[src/hw/rco_consts.vh]
// constants for the reference clock output block
`ifndef RCO_CONSTS_VH
`define RCO_CONSTS_VH
// register byte offsets
`define RCO_OFF_CTRL_LOW 12'h000
`define RCO_OFF_CTRL_HIGH 12'h004
`define RCO_OFF_OSC_CTRL 12'h008
`define RCO_OFF_CONFIG 12'h00c
// control low field positions
`define RCO_BIT_ENABLE 15
`define RCO_BIT_STOP_IDLE 13
`define RCO_BIT_PIN_DRIVE 12
`define RCO_BIT_RUN_SLEEP 11
`define RCO_BIT_SWITCH_REQ 9
`define RCO_BIT_ACTIVE 8
// source select codes
`define RCO_SRC_OSC 4'h0
`define RCO_SRC_SYS_HALF 4'h1
`define RCO_SRC_PRIMARY 4'h2
`define RCO_SRC_FAST_RC 4'h3
`define RCO_SRC_LP_RC 4'h4
`define RCO_SRC_SECONDARY 4'h5
`define RCO_SRC_PLL 4'h6
`define RCO_SRC_EXT_PIN 4'h8
// config word field positions
`define RCO_CFG_PLL_SPLIT 4
`define RCO_CFG_SEC_PIN_SEL 3
`define RCO_CFG_SEC_DRIVE 8
`define RCO_CFG_AUX_OUT 9
`define RCO_CFG_PRESCALE_LSB 0
`define RCO_CFG_CORE_DIV_LSB 10
`define RCO_CFG_SEC_FORCE 12
// oscillator switch unlock keys
`define RCO_KEY_HIGH_1 8'h78
`define RCO_KEY_HIGH_2 8'h9a
`define RCO_KEY_LOW_1 8'h46
`define RCO_KEY_LOW_2 8'h57
// reset values
`define RCO_RST_DIVISOR 15'h0001
`define RCO_RST_CONFIG 16'h0018
`endif

[src/hw/rco_half_divider.v]
// divides a one-cycle enable rate into a square half-period divider
`timescale 1ns/1ns
module rco_half_divider #(
   parameter WIDTH = 15
) (
   // clock and reset
   input wire clk,
   input wire rst_n,
   // control
   input wire run,
   input wire tick,
   input wire [WIDTH-1:0] divisor,
   input wire load_req,
   // results
   output reg out_ff,
   output reg loaded_ff
);
   reg [WIDTH-1:0] cnt_ff;
   reg [WIDTH-1:0] div_ff;
   wire at_end;
   wire period_edge;

   // a full period ends when the output is low and the count expires
   assign at_end = (cnt_ff == {WIDTH{1'b0}});
   assign period_edge = at_end && !out_ff;

   // half-period counter, new divisor at a period boundary, or at once while stopped or when the current divisor is zero
   always @(posedge clk or negedge rst_n) begin
      if (!rst_n) begin
         cnt_ff <= {WIDTH{1'b0}};
         div_ff <= {WIDTH{1'b0}};
         out_ff <= 1'b0;
         loaded_ff <= 1'b0;
      end else begin
         loaded_ff <= 1'b0;
         if (!run) begin
            // stopped: no pulse can be cut, so the divisor applies at once
            out_ff <= 1'b0;
            cnt_ff <= {WIDTH{1'b0}};
            div_ff <= divisor;
            if (load_req) begin
               loaded_ff <= 1'b1;
            end
         end else if (tick) begin
            if (div_ff == {WIDTH{1'b0}}) begin
               out_ff <= ~out_ff;
            end else if (at_end) begin
               out_ff <= ~out_ff;
               cnt_ff <= div_ff - {{(WIDTH-1){1'b0}}, 1'b1};
            end else begin
               cnt_ff <= cnt_ff - {{(WIDTH-1){1'b0}}, 1'b1};
            end
            if (load_req && (period_edge || div_ff == {WIDTH{1'b0}})) begin
               div_ff <= divisor;
               cnt_ff <= divisor - {{(WIDTH-1){1'b0}}, 1'b1};
               loaded_ff <= 1'b1;
            end
         end
      end
   end
endmodule

[src/hw/rco_ref_clock_out.v]
// reference clock output generator with its apb control registers
`timescale 1ns/1ns
`include "rco_consts.vh"
module rco_ref_clock_out #(
   parameter DIV_WIDTH = 15
) (
   // clock and reset
   input wire clk,
   input wire rst_n,
   // apb slave
   input wire psel,
   input wire penable,
   input wire pwrite,
   input wire [11:0] paddr,
   input wire [31:0] pwdata,
   output wire pready,
   output reg [31:0] prdata,
   output wire pslverr,
   // source clock enables, one-cycle pulses from async sources
   input wire [8:0] src_tick_async,
   // device power state and peripheral requests
   input wire idle_mode,
   input wire sleep_mode,
   input wire sec_osc_request,
   // pins
   output reg ref_clock_pin_ff,
   output wire ref_clock_pin_oe,
   output reg aux_clock_out_pin_ff,
   output wire sec_osc_run,
   output wire sec_osc_low_power,
   output wire sec_osc_pins_digital,
   // oscillator switch and clock chain settings
   output reg osc_switch_go_ff,
   output reg [2:0] osc_new_source_ff,
   output reg [3:0] pll_prescale_div_ff,
   output reg [3:0] core_clock_div_ff,
   output wire pll_for_ref_only
);
   reg [15:0] ctrl_ff;
   reg [DIV_WIDTH-1:0] divisor_ff;
   reg [15:0] config_ff;
   reg switch_req_ff;
   reg [1:0] unlock_ff;
   reg [8:0] tick_s1_ff;
   reg [8:0] tick_s2_ff;
   reg [8:0] tick_s3_ff;
   reg aux_div_ff;
   reg active_ff;
   // divider bypass, go window and the chosen source level
   reg bypass_ff;
   reg low_open_ff;
   reg sel_level;
   reg sel_prev;
   wire sel_tick;
   wire go_write;
   wire wr_en;
   wire run;
   wire div_out;
   wire div_loaded;
   wire [3:0] src_sel;
   wire [1:0] core_sel;
   wire [7:0] wbyte_hi;
   wire [7:0] wbyte_lo;

   assign pready = 1'b1;
   assign pslverr = 1'b0;
   assign wr_en = psel && penable && pwrite;
   assign src_sel = ctrl_ff[3:0];
   assign wbyte_hi = pwdata[15:8];
   assign wbyte_lo = pwdata[7:0];
   assign core_sel = config_ff[`RCO_CFG_CORE_DIV_LSB+1:`RCO_CFG_CORE_DIV_LSB];

   // switch-go strobe: a write with bit 0 set right after the low key pair
   assign go_write = wr_en && paddr == `RCO_OFF_OSC_CTRL && low_open_ff
      && pwdata[0];

   // generator runs when enabled and not halted by idle or sleep
   assign run = ctrl_ff[`RCO_BIT_ENABLE]
      && !(idle_mode && ctrl_ff[`RCO_BIT_STOP_IDLE])
      && !(sleep_mode && !ctrl_ff[`RCO_BIT_RUN_SLEEP]);

   assign ref_clock_pin_oe = ctrl_ff[`RCO_BIT_PIN_DRIVE] && active_ff;
   assign pll_for_ref_only = !config_ff[`RCO_CFG_PLL_SPLIT];
   assign sec_osc_pins_digital = !config_ff[`RCO_CFG_SEC_PIN_SEL];
   assign sec_osc_low_power = !config_ff[`RCO_CFG_SEC_DRIVE];
   assign sec_osc_run = config_ff[`RCO_CFG_SEC_PIN_SEL]
      && (sec_osc_request || config_ff[`RCO_CFG_SEC_FORCE]
      || (run && src_sel == `RCO_SRC_SECONDARY));

   // synchronise source ticks; edge of the second stage is the enable
   // sources must run below half the clock rate or edges are lost
   always @(posedge clk or negedge rst_n) begin
      if (!rst_n) begin
         tick_s1_ff <= 9'h000;
         tick_s2_ff <= 9'h000;
         tick_s3_ff <= 9'h000;
      end else begin
         tick_s1_ff <= src_tick_async;
         tick_s2_ff <= tick_s1_ff;
         tick_s3_ff <= tick_s2_ff;
      end
   end

   // source select mux; codes 0-6 sit on tick lanes of the same number,
   // the input pin on lane 8; reserved codes give a flat low level
   always @* begin
      sel_level = 1'b0;
      sel_prev = 1'b0;
      case (src_sel)
         `RCO_SRC_OSC, `RCO_SRC_SYS_HALF, `RCO_SRC_PRIMARY,
         `RCO_SRC_FAST_RC, `RCO_SRC_LP_RC, `RCO_SRC_SECONDARY,
         `RCO_SRC_PLL: begin
            sel_level = tick_s2_ff[src_sel[2:0]];
            sel_prev = tick_s3_ff[src_sel[2:0]];
         end
         `RCO_SRC_EXT_PIN: begin
            sel_level = tick_s2_ff[8];
            sel_prev = tick_s3_ff[8];
         end
         default: begin
            sel_level = 1'b0;
            sel_prev = 1'b0;
         end
      endcase
   end

   // one enable pulse per rising edge of the chosen source level
   assign sel_tick = sel_level & ~sel_prev;

   // half-period divider with boundary-aligned divisor loads
   rco_half_divider #(
      .WIDTH(DIV_WIDTH)
   ) u_div (
      .clk(clk),
      .rst_n(rst_n),
      .run(run),
      .tick(sel_tick),
      .divisor(divisor_ff),
      .load_req(switch_req_ff),
      .out_ff(div_out),
      .loaded_ff(div_loaded)
   );

   // pin output, active status and aux half-rate clock
   always @(posedge clk or negedge rst_n) begin
      if (!rst_n) begin
         ref_clock_pin_ff <= 1'b0;
         active_ff <= 1'b0;
         aux_div_ff <= 1'b0;
         aux_clock_out_pin_ff <= 1'b0;
      end else begin
         // a zero divisor passes the source level itself, at full rate
         ref_clock_pin_ff <= (bypass_ff ? sel_level & run : div_out)
            & ctrl_ff[`RCO_BIT_PIN_DRIVE];
         active_ff <= run;
         if (tick_s2_ff[0] & ~tick_s3_ff[0]) begin
            aux_div_ff <= ~aux_div_ff;
         end
         aux_clock_out_pin_ff <= aux_div_ff
            & config_ff[`RCO_CFG_AUX_OUT];
      end
   end

   // bypass follows a zero divisor: taken at once while stopped, and
   // otherwise when the divider reports that a switch has landed
   always @(posedge clk or negedge rst_n) begin
      if (!rst_n) begin
         bypass_ff <= 1'b0;
      end else if (!run || div_loaded) begin
         bypass_ff <= (divisor_ff == {DIV_WIDTH{1'b0}});
      end
   end

   // pll prescale and core divider decode
   always @(posedge clk or negedge rst_n) begin
      if (!rst_n) begin
         pll_prescale_div_ff <= 4'h1;
         core_clock_div_ff <= 4'h1;
      end else begin
         case (config_ff[`RCO_CFG_PRESCALE_LSB+3:`RCO_CFG_PRESCALE_LSB])
            4'h6: pll_prescale_div_ff <= 4'h8;
            4'h7: pll_prescale_div_ff <= 4'hc;
            4'h0, 4'h1, 4'h2, 4'h3, 4'h4, 4'h5:
               pll_prescale_div_ff <= config_ff[3:0] + 4'h1;
            default: pll_prescale_div_ff <= 4'hc;
         endcase
         case (core_sel)
            2'h0: core_clock_div_ff <= 4'h1;
            2'h1: core_clock_div_ff <= 4'h2;
            2'h2: core_clock_div_ff <= 4'h4;
            default: core_clock_div_ff <= 4'h8;
         endcase
      end
   end

   // register writes and switch handshake; software set wins over hardware clear
   always @(posedge clk or negedge rst_n) begin
      if (!rst_n) begin
         ctrl_ff <= 16'h0000;
         divisor_ff <= `RCO_RST_DIVISOR;
         config_ff <= `RCO_RST_CONFIG;
         switch_req_ff <= 1'b0;
         unlock_ff <= 2'h0;
         osc_switch_go_ff <= 1'b0;
         osc_new_source_ff <= 3'h0;
      end else begin
         osc_switch_go_ff <= go_write;
         if (div_loaded) begin
            switch_req_ff <= 1'b0;
         end
         if (wr_en && paddr == `RCO_OFF_CTRL_LOW) begin
            ctrl_ff <= {pwdata[15], 1'b0, pwdata[13:11], 7'h00,
               pwdata[3:0]};
            if (pwdata[`RCO_BIT_SWITCH_REQ]) begin
               switch_req_ff <= 1'b1;
            end
         end
         if (wr_en && paddr == `RCO_OFF_CTRL_HIGH) begin
            divisor_ff <= pwdata[DIV_WIDTH-1:0];
         end
         if (wr_en && paddr == `RCO_OFF_CONFIG) begin
            config_ff <= pwdata[15:0];
         end
         // unlock: 0 idle, 1 first high key, 2 high open, 3 low key seen
         if (wr_en && paddr == `RCO_OFF_OSC_CTRL) begin
            case (unlock_ff)
               2'h0: unlock_ff <= (wbyte_hi == `RCO_KEY_HIGH_1) ? 2'h1
                  : (wbyte_lo == `RCO_KEY_LOW_1) ? 2'h3 : 2'h0;
               2'h1: begin
                  if (wbyte_hi == `RCO_KEY_HIGH_2) begin
                     unlock_ff <= 2'h2;
                  end else begin
                     unlock_ff <= 2'h0;
                  end
               end
               2'h2: begin
                  osc_new_source_ff <= wbyte_hi[2:0];
                  unlock_ff <= 2'h0;
               end
               2'h3: begin
                  if (wbyte_lo == `RCO_KEY_LOW_2) begin
                     unlock_ff <= 2'h0;
                  end else begin
                     unlock_ff <= 2'h0;
                  end
               end
               default: unlock_ff <= 2'h0;
            endcase
         end
      end
   end

   // opens the go window once the second low key is written
   always @(posedge clk or negedge rst_n) begin
      if (!rst_n) begin
         low_open_ff <= 1'b0;
      end else if (wr_en && paddr == `RCO_OFF_OSC_CTRL) begin
         low_open_ff <= (unlock_ff == 2'h3)
            && (wbyte_lo == `RCO_KEY_LOW_2);
      end
   end

   // read data, latched in the setup cycle of a read
   always @(posedge clk or negedge rst_n) begin
      if (!rst_n) begin
         prdata <= 32'h0000_0000;
      end else if (psel && !penable && !pwrite) begin
         case (paddr)
            `RCO_OFF_CTRL_LOW: prdata <= {16'h0000, ctrl_ff[15:11], 1'b0,
               switch_req_ff, active_ff, 4'h0, ctrl_ff[3:0]};
            `RCO_OFF_CTRL_HIGH: prdata <= {17'h00000, divisor_ff};
            `RCO_OFF_OSC_CTRL: prdata <= {29'h00000000, osc_new_source_ff};
            `RCO_OFF_CONFIG: prdata <= {16'h0000, config_ff};
            default: prdata <= 32'h0000_0000;
         endcase
      end
   end

endmodule

[config.mk]
export PLATFORM = sky130hd
export DESIGN_NAME = rco_ref_clock_out
export DESIGN_NICKNAME = d
export VERILOG_FILES = /design/src/hw/rco_half_divider.v /design/src/hw/rco_ref_clock_out.v
export VERILOG_INCLUDE_DIRS = /design/src /design/src/hw
export SDC_FILE = /design/constraint.sdc
export NUM_CORES = 1
export LEC_CHECK = 0
export ABC_CLOCK_PERIOD_IN_PS = 6900
export BUFFER_PORTS_ARGS = -buffer_cell sky130_fd_sc_hd__buf_2
export CORE_MARGIN = 3
export CORE_UTILIZATION = 30
export CTS_BUF_LIST = sky130_fd_sc_hd__clkbuf_4 sky130_fd_sc_hd__clkbuf_8 sky130_fd_sc_hd__clkbuf_16
export DETAILED_ROUTE_END_ITERATION = 7
export PLACE_DENSITY = 0.55
export SLEW_MARGIN = 15
export SYNTH_ARGS = -nofsm -noshare
export SYNTH_HDL_FRONTEND = slang
export SYNTH_HIERARCHICAL = 1
export SYNTH_SLANG_ARGS = --single-unit
[constraint.sdc]
create_clock -name clk -period 6.9 [get_ports clk]
set_input_delay 1.035 -clock clk [delete_from_list [all_inputs] [get_ports clk]]
set_output_delay 1.035 -clock clk [all_outputs]
set_load 0.03 [all_outputs]
-- Word-level counts from Yosys, hierarchy flattened
Index checks and enable logic that the tools add are counted.
- bits in registers: 151
- input port bits: 61
- output and inout bits: 53
- add/subtract/negate cells: 4
- order comparisons: 1
- equal/unequal tests: 29
- muxes and demuxes: 33
- bitwise operators: 9
- reduce and logical (&&, ||, !) cells: 49
- operators with widths (cell ; count):
    $mux 15 ; 8
    $pmux 16 s4 ; 1
    $logic_not 15->1 ; 3
    $sub 15x1->15 const B ; 3
    $eq 12x4->1 const B ; 2
    $eq 4x3->1 const B ; 6
    $eq 8x7->1 const B ; 3
    $logic_and 1x1->1 ; 20
    $eq 4x2->1 const B ; 4
    $mux 1 ; 14
    $eq 12x3->1 const B ; 1
    $logic_not 12->1 ; 1
    $pmux 4 s3 ; 1
    $logic_not 1->1 ; 10
    $eq 4x1->1 const B ; 2
    $eq 8x8->1 const B ; 1
    $logic_not 4->1 ; 2
    $pmux 4 s2 ; 1
    $reduce_and 2->1 ; 4
    $reduce_or 7->1 ; 1
    $bmux 1 s3 ; 2
    $eq 2x2->1 const B ; 3
    $mux 2 ; 3
    $pmux 2 s3 ; 1
    15 further kinds ; 28

-- Longest topological paths before layout
Gate-level depths: netlist (run 1).
- word-level depth: 7
- depth in mapped cells: 15

-- Modules after synthesis
The synthesis (run 1) kept the hierarchy.
- modules (own cells, without submodules) (module ; instances ; cells an instance ; area each (um^2)):
    rco_ref_clock_out ; 1 ; 331 ; 4329.2
    rco_half_divider ; 1 ; 252 ; 2204.6

-- Worst setup path after synthesis (run 1)
Ideal clock, no wire load.
- path kind: register to register
- start point: register u_div.cnt_ff[12]
- end point: register u_div.cnt_ff[10]
- arrival time: 3432 ps
- required time: 6764 ps
- setup slack: 3332 ps
- cell stages (with the launch flop): 15
- buffers on the path: 3
- period minus slack after synthesis: 3568 ps
- cell sequence: dfrtp_1 -> or4_4 -> nor3_4 -> a32oi_2 -> buf_6 -> buf_2 -> buf_2 -> o21ai_0 -> ha_1 -> nand2_1 -> or3_1 -> or3_1 -> a21oi_1 -> xor2_1 -> a21oi_1
- longest elaborated chain between the ends: 7
- ends and longest elaborated chain (item ; RTL line ; source):
    start: declaration ; rco_half_divider.v:18 ; reg [WIDTH-1:0] cnt_ff;
    start signal: assignment ; rco_half_divider.v:30 ; cnt_ff <= {WIDTH{1'b0}};
    start signal: assignment ; rco_half_divider.v:39 ; cnt_ff <= {WIDTH{1'b0}};
    start signal: assignment ; rco_half_divider.v:49 ; cnt_ff <= div_ff - {{(WIDTH-1){1'b0}}, 1'b1};
    $logic_not 15->1 * ; rco_half_divider.v:24 ; assign at_end = (cnt_ff == {WIDTH{1'b0}});
    $logic_and 1x1->1 ; rco_half_divider.v:25 ; assign period_edge = at_end && !out_ff;
    $logic_or 1x1->1 ; rco_half_divider.v:53 ; if (load_req && (period_edge || div_ff == {WIDTH{1'b0}})) begin
    $logic_and 1x1->1 ; rco_half_divider.v:53 ;
    $mux 15 ; rco_half_divider.v:53 ;
    $mux 15 ; rco_half_divider.v:44 ; end else if (tick) begin
    $mux 15 ; rco_half_divider.v:36 ; if (!run) begin
Mark *: on every way between the ends. The rest lies on a longest branch, timed or not. The select of a mux whose other input is x is not followed.
A chain may end at the register's enable or synchronous reset.

-- Worst setup path in the final report (run 1)
- start point: register u_div.cnt_ff[2]
- end point: register u_div.cnt_ff[10]
- longest elaborated chain between the ends: 7
- ends and longest elaborated chain (item):
    branches (longest 7 deep; another with $sub 15x1->15)
Several ways; the timed one is not identified. The select of a mux whose other input is x is not followed.

==> flow_summary.ini, run 1 <==
[critical_path]
required_ns = 7.16
worst_reg2reg_path_depth = 11
timing.critical_path.fanout_max = 15
setup.worst_path.end_class = flop
worst_path_buf_inv = 0
critPathTopFamily = simple AND/OR/NAND/NOR gates
worst_r2r_startpoint = u_div/cnt_ff[2]
reg2reg_setup_slack_ns = 3.04
worst_setup_path_type = reg -> reg
setup.worst_path.start_class = flop
cp_slowest_cell = or4_1
cp_cell_sequence = or4_1 > nor3_4 > a32oi_2 > o21ai_0 > ha_1 > nand2_1 > or3_1 > or3_1 > a21oi_1 > xor2_1 > a21oi_1
reg2reg_to = u_div/cnt_ff[10]
critPathMaxStageDelay_ns = 0.63
endpoint_arrival_time_on_the_critical_path_ns = 4.12

[detailed_routing]
vias_per_cell = 5.17
postRouteAntennaNets = 0
totalWireLength_um = 17800
first_pass_iters = 6
wire_per_inst_um = 18.8
detailedRoute.firstIterationViolations = 350
dr_total_vias = 4904
drc_errors = 0

[placement]
place_ws_ns = 3.09
gp_congestion = 0.885
numPlacedInstances = 917
post-dp-hpwl_um = 12700
numPortBuffers = 78
placement.cell_area_mm2 = 0.00716

[worst_hold_path]
min_delay_startpoint = tick_s1_ff[2]
hp-class = reg -> reg
worstHoldPathCells = 0
timing.hold.worst_endpoint = tick_s2_ff[2]

[global_route]
track_usage_pct = 15.3
number_of_global_route_vias_before_repair = 4954
initial_antenna_violation_count = 0
grt_max_degree = 68
grt_pass1_wl_um = 28400
overflow = 0

[synthesis]
async_flop_share_pct = 100
synth_seq_area_share_pct = 50.7
synth-warning-count = 6
synth_edf_count = 0
ys.flop_type = dfrtp_1
synthesis.area_mm2 = 0.00653
number_of_distinct_library_cells_after_synthesis = 69
synth-seq-cells = 132
instance_count_of_the_mapped_netlist = 583
synthesis.area_per_instance_um2 = 11.2

[clock_tree]
tritoncts_clock_tree = done
cts_made_buffers = 17
post_cts.repair.setup_buffers = 0
clock-sinks = 132
post_cts_resized = 0
cts_max_path_buffers = 2
cts_hold_repair.buffers = 0
cts-htree-levels = 4
ctsRootBufferMaster = clkbuf_16
clk_transition_reported_paths_ns = 0.06
clkLatencyLatePin_ns = 0.41

[layout]
layout.cells.non_filler = 949
nets = 727
finish.instance_area_mm2 = 0.00769
utilization_pct = 36.3
diodes = 0
drive_above_1_share_pct = 31.0
final_layout_fill_cell_count = 2113
syn2layout_area_growth_pct = 17.8

[timing]
unrepaired_setup_endpoints_after_global_routing = false
fin_crit_sh_pct = 56.0
fmax_ghz = 0.259
timing.final.hold_violations = 0
total_neg_setup_slack_ns = 0
timing.final.max_slew_violations = 0
postLayoutSetupSlackWorst_ns = 3.04
worst_slew_margin_rel_pct = 30.9
hold-worst-slack_ns = 0.348
fin_worst_skew_ns = 0.00813
worst-slew-pin-transition_ns = 1.04
setup_viol = 0
final.min_clock_period_ns = 3.86

[floorplan]
initial_core_util_pct = 30.8
io_pins = 114
design.core.area_mm2 = 0.0212
die_height_um = 154
die_area_mm2 = 0.0236
rows = 53
die_w_um = 154

[power]
power-per-cell-area_mw_per_mm2 = 219
peakVddDrop_mv = 0.166
power_switching_share_pct = 23.0
pwr-share-clk_pct = 48.6
power.share.sequential_pct = 47.0
switching_power_mw = 0.387
p_int_mw = 1.30
comb_power_share_pct = 4.4
total_leakage_power_nw = 3.73
p_total_mw = 1.68

[flow_run]
maxCapViolCount = 0

[outcome]
outcome = finished clean
==> how the worst max path moves through the flow <==
stage                          start               end  slack [ns]  cells past startpoint
detailed placement   u_div/cnt_ff[3]  u_div/cnt_ff[10]        3.09                     11
global route         u_div/cnt_ff[3]  u_div/cnt_ff[10]        2.83                     11
floorplan           u_div/cnt_ff[12]  u_div/cnt_ff[10]        3.33                     14
finish               u_div/cnt_ff[2]  u_div/cnt_ff[10]        3.04                     11
global placement     u_div/cnt_ff[3]  u_div/cnt_ff[10]        3.04                     11
CTS                  u_div/cnt_ff[3]  u_div/cnt_ff[10]        3.08                     11
==> final cells by class <==
| type | count | area, um2 | area share, % |
|---|---|---|---|
| multi-input cells | 408 | 3000 | 38.9 |
| clock buffers | 23 | 483 | 6.28 |
| well taps | 275 | 344 | 4.47 |
| repair buffers | 83 | 434 | 5.64 |
| inverters | 19 | 71.3 | 0.927 |
| clock inverters | 9 | 56.3 | 0.732 |
| flip-flops and latches | 132 | 3310 | 43.0 |
==> synthesized netlist by cell type (5+ instances only) <==
cell type | instances | share of area, %
a211oi_1 | 5 | 0.57
a21o_1 | 6 | 0.69
a21oi_1 | 18 | 1.4
a221o_1 | 7 | 1.1
a22oi_1 | 7 | 0.80
a31oi_1 | 12 | 1.1
and2_0 | 5 | 0.48
and2_1 | 9 | 0.86
buf_2 | 8 | 0.61
buf_4 | 19 | 2.2
clkbuf_1 | 11 | 0.63
dfrtp_1 | 127 | 49
dfstp_2 | 5 | 2.0
ha_1 | 5 | 0.96
inv_1 | 19 | 1.1
mux2_2 | 58 | 10
mux2i_1 | 6 | 0.92
mux4_2 | 5 | 1.7
nand2_1 | 35 | 2.0
nand3_1 | 12 | 0.92
nand4_1 | 10 | 0.96
nor2_1 | 38 | 2.2
nor3_1 | 10 | 0.77
nor4_1 | 10 | 0.96
o21ai_0 | 34 | 2.6
or3_1 | 8 | 0.77
or4_1 | 6 | 0.69
xnor2_1 | 6 | 0.80
xor2_1 | 8 | 1.1
==> logic make-up (layout without fill, tap and decap cells) <==
kind of cell | after synthesis | count (layout) | share of synthesized area (%)
buffers and inverters | 59 | 134 | 4.75
DFF | 132 | 132 | 50.7
other | 2 | 18 | 0.115
and+or+nand+nor | 184 | 184 | 16.4
muxes | 72 | 72 | 13.3
adders and majority gates | 5 | 5 | 0.957
AOI/OAI and AO/OA | 115 | 115 | 11.9
xor gates and xnor gates | 14 | 14 | 1.88
==> registers in the layout (all words and copies together) (netlist names), 2 cells and up <==
signal	flops
ctrl_ff	8
pll_prescale_div_ff	4
tick_s3_ff	8
config_ff	16
unlock_ff	2
prdata	16
u_div/div_ff	15
divisor_ff	15
osc_new_source_ff	3
tick_s2_ff	8
core_clock_div_ff	4
u_div/cnt_ff	15
tick_s1_ff	8
==> metal layers <==
| metal | track usage [%] | vias up | share of wire (%) |
|---|---|---|---|
| li1 | - | 2264 | - |
| met1 | 20.6 | 2474 | 45 |
| met2 | 24.7 | 138 | 49 |
| met3 | 3.07 | 28 | 4.1 |
| met4 | 5.55 | 0 | 1.8 |
| met5 | 0 | - | 0 |
==> worst register-to-register path: cells and delay by family (launching register included) <==
family / cells / cell delay, ns
compound gates: 4 / 0.81
flops: 1 / 0.44
xor+xnor: 1 / 0.16
fa+ha+maj: 1 / 0.27
simple gates: 5 / 2.03
==> power groups by stage <==
stage	sequential, mW	combinational, mW	clock [mW]
final	0.791	0.0746	0.818
after global routing	0.791	0.0822	0.875
after CTS	0.791	0.0761	0.837
after detailed placement	0.804	0.0759	0
after global placement	0.804	0.0756	0
after floorplan	0.803	0.0406	0
==> cell usage in the layout (no fill, tap or decap), types with 5 or more instances in the layout <==
cell type,netlist,layout
a21o_1,6,6
or3_1,8,8
o21ai_0,34,33
dfrtp_1,127,127
and2_1,9,9
clkbuf_16,0,17
xor2_1,8,8
or4_1,6,6
dfstp_2,5,5
mux4_2,5,5
mux2_2,58,58
nor3_1,10,10
nand4_1,10,10
a211oi_1,5,5
conb_1,2,18
buf_4,19,5
nand3_1,12,12
and2_0,5,5
nor4_1,10,10
clkinv_2,0,5
mux2i_1,6,6
xnor2_1,6,6
a31oi_1,12,12
nor2_1,38,38
buf_2,8,77
a221o_1,7,7
nand2_1,35,35
ha_1,5,5
a21oi_1,18,18
inv_1,19,19
a22oi_1,7,7
No activity file was read; power rests on OpenSTA's default activity.
==> inputs of run 2 (changes only) <==
- ABC_CLOCK_PERIOD_IN_PS: 6900 -> 3310
- PLACE_DENSITY: 0.55 -> 0.57
- clock period: 6.9 -> 3.31 ns (I/O delays scaled with it)
==> run 2 against run 1 <==
Net effect: hold slack worse by 0.24 ns; critical path depth stayed put; die area stayed put; maximum frequency is 23% higher; combinational power is 110% higher; first-iteration DRC count is 21% higher; clock-buffer cell count is 5 lower; worst setup slack worse by 2.9 ns; global-route usage hardly changed; core utilization is 1.2 points higher; largest cell class unchanged; largest power group unchanged.
==> flow_summary.ini, run 2 (synthesis gave the netlist of run 1 again) <==
[outcome]
outcome = finished clean

[flow_run]
maxCapViolCount = 0

[global_route]
use_met2_pct = 24.0
overflow = 0
track_usage_pct = 15.3
grt_pass1_wl_um = 28800
number_of_global_route_vias_before_repair = 4992
initial_antenna_violation_count = 0
globalRouteMet1Util_pct = 21.4
grt_busiest_layer = met2
grt_max_degree = 76
groute.layer.met3.usage_pct = 2.59

[floorplan]
die_w_um = 154
die_height_um = 154
initial_core_util_pct = 30.8
io_pins = 114
rows = 53
die_area_mm2 = 0.0236
design.core.area_mm2 = 0.0212

[critical_path]
worst_path_buf_inv = 0
critPathTopFamily = simple AND/OR/NAND/NOR gates
worst_r2r_startpoint = u_div/cnt_ff[6]
worst_setup_path_type = reg -> reg
timing.critical_path.fanout_max = 5
critPathMaxStageDelay_ns = 0.59
setup.worst_path.end_class = flop
setup.worst_path.start = u_div/cnt_ff[6]
reg2reg_setup_slack_ns = 0.17
required_ns = 3.60
setup.worst_path.start_class = flop
endpoint_arrival_time_on_the_critical_path_ns = 3.43
cp_cell_sequence = or4_4 > nor3_4 > a32oi_2 > o21ai_2 > ha_2 > nand2_2 > or3_1 > or3_4 > a21oi_1 > xor2_1 > o21ai_0
cp_slowest_cell = or4_4

[detailed_routing]
dr_total_vias = 4924
wire_per_inst_um = 18.4
vias_per_cell = 5.09
postRouteAntennaNets = 0
first_pass_iters = 5
detailedRoute.firstIterationViolations = 423
totalWireLength_um = 17800
drc_errors = 0

[clock_tree]
clock-sinks = 132
cts-htree-levels = 4
cts_made_buffers = 17
tritoncts_clock_tree = done
post_cts.repair.setup_buffers = 0
ctsRootBufferMaster = clkbuf_16
cts_max_path_buffers = 2
clkLatencyLatePin_ns = 0.41
clk_transition_reported_paths_ns = 0.06

[timing]
timing.final.max_slew_violations = 0
timing.final.hold_violations = 0
worst-slew-pin-transition_ns = 0.830
worst_slew_margin_rel_pct = 43.9
final.min_clock_period_ns = 3.14
fmax_ghz = 0.319
fin_crit_sh_pct = 94.8
unrepaired_setup_endpoints_after_global_routing = false
setup_viol = 0
fin_worst_skew_ns = 0.0123

[layout]
final_layout_fill_cell_count = 2112
multi_input_comb_area_mm2 = 0.00301
nets = 746
syn2layout_area_growth_pct = 21.7
diodes = 0
highest_count_cells_in_the_layout_ignoring_fill_and_taps = dfrtp_1 (127), buf_2 (77), mux2_2 (58), nor2_1 (38), nand2_1 (34)
drive_above_1_share_pct = 33.9
layout.area.seq_mm2 = 0.00331
most_frequent_standard_cell_in_the_layout_excluding_fill_and_tap_cells = dfrtp_1
finish.instance_area_mm2 = 0.00795
utilization_pct = 37.5
reg_top3 = config_ff (16), prdata (16)

[placement]
numPortBuffers = 78
gp_congestion = 0.836
post-dp-hpwl_um = 12800
placement.cell_area_mm2 = 0.00732

[power]
total_leakage_power_nw = 3.87
p_total_mw = 3.80
peakVddDrop_mv = 0.330
power-per-cell-area_mw_per_mm2 = 478

[worst_hold_path]
hp-class = in -> async
run 2: metal layers:
metal,wire (um),vias to the layer above,part of all wire (%)
li1,-,2309,-
met2,8350,159,47
met3,810,21,4.6
met1,8320,2435,47
met5,0,-,0
met4,312,0,1.8
run 2: final cells by class:
cell class                 instances  area share (%)
inverter                          19           0.897
timing repair buffer             102            7.46
clock inverter                    14            2.39
clock buffer                      18            5.44
tap                              275            4.33
multi-input combinational        408            37.9
sequential                       132            41.6
run 2: path summary, 6_finish.rpt:
check | endpoint | depth (start not counted)
min in group clk | tick_s1_ff[5] | 1
max | u_div/cnt_ff[12] | 11
max reg2reg | u_div/cnt_ff[12] | 11
max in group asynchronous | u_div/cnt_ff[10] | 2
min | pll_prescale_div_ff[3] | 1
min reg2reg | tick_s2_ff[1] | 0
run 2: repair_timing:
item	CTS	global route
setup endpoints to repair	0	4
hold buffers	0	0
gates resized for setup	0	2
run 2: through the flow:
| step | TNS, ns | hold slack (ns) | instances | setup WS, ns |
|---|---|---|---|---|
| final | 0 | 0.104 | 968 | 0.171 |
| after global placement | 0 | 0.333 | 936 | 0.161 |
| after floorplan | -0.169 | 0.201 | 599 | -0.0539 |
| after detailed placement | 0 | 0.335 | 936 | 0.170 |
| after global routing | 0 | 0.155 | 968 | 0.0289 |
| after CTS | 0 | 0.130 | 968 | 0.128 |
run 2: power breakdown:
group,switching [mW],internal [mW]
clock,0.773,1.22
sequential,0.0108,1.64
combinational,0.111,0.0459
total,0.894,2.90
==> inputs of run 3 (changes only) <==
- ABC_CLOCK_PERIOD_IN_PS: 3310 -> 3050
- PLACE_DENSITY: 0.57 -> 0.55
- clock period: 3.31 -> 3.05 ns (I/O delays scaled with it)
==> run 3 against run 2 <==
Net effect: the flow now finishes with violations (negative setup slack); sequential cell count unchanged; clock power increased by 28%; core utilization rose by 2.0 points; sequential share of layout area fell by 2.1 points; first-iteration DRC count down 18%; combinational power increased by 11%; cell area up 5.3%; maximum frequency increased by 0.95%; hold slack got worse by 0.079 ns; critical path type unchanged; register-to-register slack worse by 0.23 ns.
==> flow_summary.ini, run 3 (synthesis gave the netlist of run 1 again) <==
[layout]
multi_input_comb_area_mm2 = 0.00303
syn2layout_area_growth_pct = 28.1
layout.area.seq_mm2 = 0.00331
reg_top3 = config_ff (16), prdata (16)
final_layout_fill_cell_count = 2070
utilization_pct = 39.4
most_frequent_standard_cell_in_the_layout_excluding_fill_and_tap_cells = dfrtp_1
highest_count_cells_in_the_layout_ignoring_fill_and_taps = dfrtp_1 (127), buf_2 (77), buf_4 (63), mux2_2 (58), nor2_1 (38)
layout.cells.non_filler = 1008
nets = 786
diodes = 0
drive_above_1_share_pct = 37.8

[placement]
gp_congestion = 0.896
numPlacedInstances = 972
numPortBuffers = 78
post-dp-hpwl_um = 13600
place_ws_ns = -0.0164

[critical_path]
timing.critical_path.fanout_max = 4
worst_path_buf_inv = 0
critPathMaxStageDelay_ns = 0.56
setup.worst_path.start = u_div/cnt_ff[12]
endpoint_arrival_time_on_the_critical_path_ns = 3.41
worst_r2r_startpoint = u_div/cnt_ff[12]
worst_setup_path_type = reg -> reg
worst_reg2reg_path_depth = 11
cp_slowest_cell = or4_4
cp_cell_sequence = or4_4 > nor3_4 > a32oi_4 > o21ai_2 > ha_2 > nand2_2 > or3_4 > or3_4 > a22oi_2 > xnor2_1 > a21oi_1
timing.critical_path.mode_cell = or3_4
reg2reg_to = u_div/cnt_ff[14]
critPathTopFamily = simple AND/OR/NAND/NOR gates
required_ns = 3.35
setup.worst_path.start_class = flop
setup.worst_path.end_class = flop
reg2reg_setup_slack_ns = -0.06

[global_route]
overflow = 0
grt_max_degree = 66
track_usage_pct = 15.6
number_of_global_route_vias_before_repair = 4996
grt_pass1_wl_um = 29000
initial_antenna_violation_count = 1

[detailed_routing]
postRouteAntennaNets = 0
wire_per_inst_um = 18.2
detailedRoute.firstIterationViolations = 347
met3_wirelength_um = 892
totalWireLength_um = 18300
top_layer_used = met5
met2WireLength_um = 8820
first_pass_iters = 5
dr_total_vias = 5080
m1WireLength_um = 8280
drc_errors = 0
vias_per_cell = 5.04

[clock_tree]
tritoncts_clock_tree = done
cts_hold_repair.buffers = 0
clk_transition_reported_paths_ns = 0.06
clkLatencyLatePin_ns = 0.41
cts_max_path_buffers = 2
clock-sinks = 132
cts-htree-levels = 4
ctsRootBufferMaster = clkbuf_16
cts_made_buffers = 17

[outcome]
violations = negative setup slack
outcome = complete, but fails checks

[flow_run]
maxCapViolCount = 0

[power]
peakVddDrop_mv = 0.373
power-per-cell-area_mw_per_mm2 = 537
total_leakage_power_nw = 4.12
p_total_mw = 4.50

[timing]
final.min_clock_period_ns = 3.11
worst_slew_margin_rel_pct = 58.7
postLayoutSetupSlackWorst_ns = -0.0589
fin_crit_sh_pct = 102
timing.final.hold_violations = 0
setup_viol = 4
fin_worst_skew_ns = 0.00465
unrepaired_setup_endpoints_after_global_routing = true
worst-slew-pin-transition_ns = 0.611
timing.final.max_slew_violations = 0
total_neg_setup_slack_ns = -0.137
fmax_ghz = 0.322

[floorplan]
die_height_um = 154
design.core.area_mm2 = 0.0212
die_w_um = 154
io_pins = 114
die_area_mm2 = 0.0236
rows = 53
initial_core_util_pct = 30.8

[worst_hold_path]
hp-class = in -> async
run 3: cell types whose count changed in the layout (fill, tap and decap cells not counted), moves of 2 or more:
cell	previous run	this run
buf_4	22	63
bufinv_16	3	8
inv_6	6	1
clkbuf_8	0	2
inv_8	2	0
run 3: metrics by stage:
step           hold WS (ns)  cell area [um2]
4_1_cts              0.0383             8320
3_3_place_gp          0.331             7580
2_1_floorplan         0.162             6640
6_report             0.0255             8370
5_1_grt              0.0594             8370
3_5_place_dp          0.336             7580
run 3: metal layers:
metal	vias to the layer above	global-route usage, %
met2	158	25.2
met4	2	4.50
met5	-	0
met1	2499	21.4
li1	2395	-
met3	26	3.12
run 3: how the worst max path moves through the flow:
stage	endpoint	slack, ns	cells after the start
6_report	u_div/cnt_ff[14]	-0.06	11
5_1_grt	u_div/cnt_ff[14]	-0.17	11
4_1_cts	u_div/cnt_ff[14]	0.004	11
3_5_place_dp	u_div/cnt_ff[14]	-0.02	11
3_3_place_gp	u_div/cnt_ff[12]	-0.01	11
2_1_floorplan	u_div/cnt_ff[14]	-0.31	14
run 3: timing repair:
item,in CTS,in global routing
setup endpoints to repair,4,6
setup buffers,0,4
resized for setup,2,4
pin swaps,1,3
run 3: worst reg2reg max path, stage by stage, from the launching register on:
cell,delay [ns]
dfrtp_1,0.38
or4_4,0.56
nor3_4,0.26
a32oi_4,0.17
o21ai_2,0.20
ha_2,0.23
nand2_2,0.06
or3_4,0.34
or3_4,0.38
a22oi_2,0.18
xnor2_1,0.15
a21oi_1,0.09
run 3: cell type report:
cell class,instances,area share [%]
multi-input cells,408,36.2
flip-flops and latches,132,39.5
inverters,19,0.852
clock inverters,12,3.26
well taps,275,4.11
clock buffers,20,5.50
repair buffers,142,10.5
run 3: power breakdown:
part | leakage (nW) | switching (mW) | internal [mW] | total, mW
registers | 1.76 | 0.0124 | 1.78 | 1.79
logic | 2.01 | 0.123 | 0.0510 | 0.174
clock network | 0.350 | 0.780 | 1.76 | 2.54
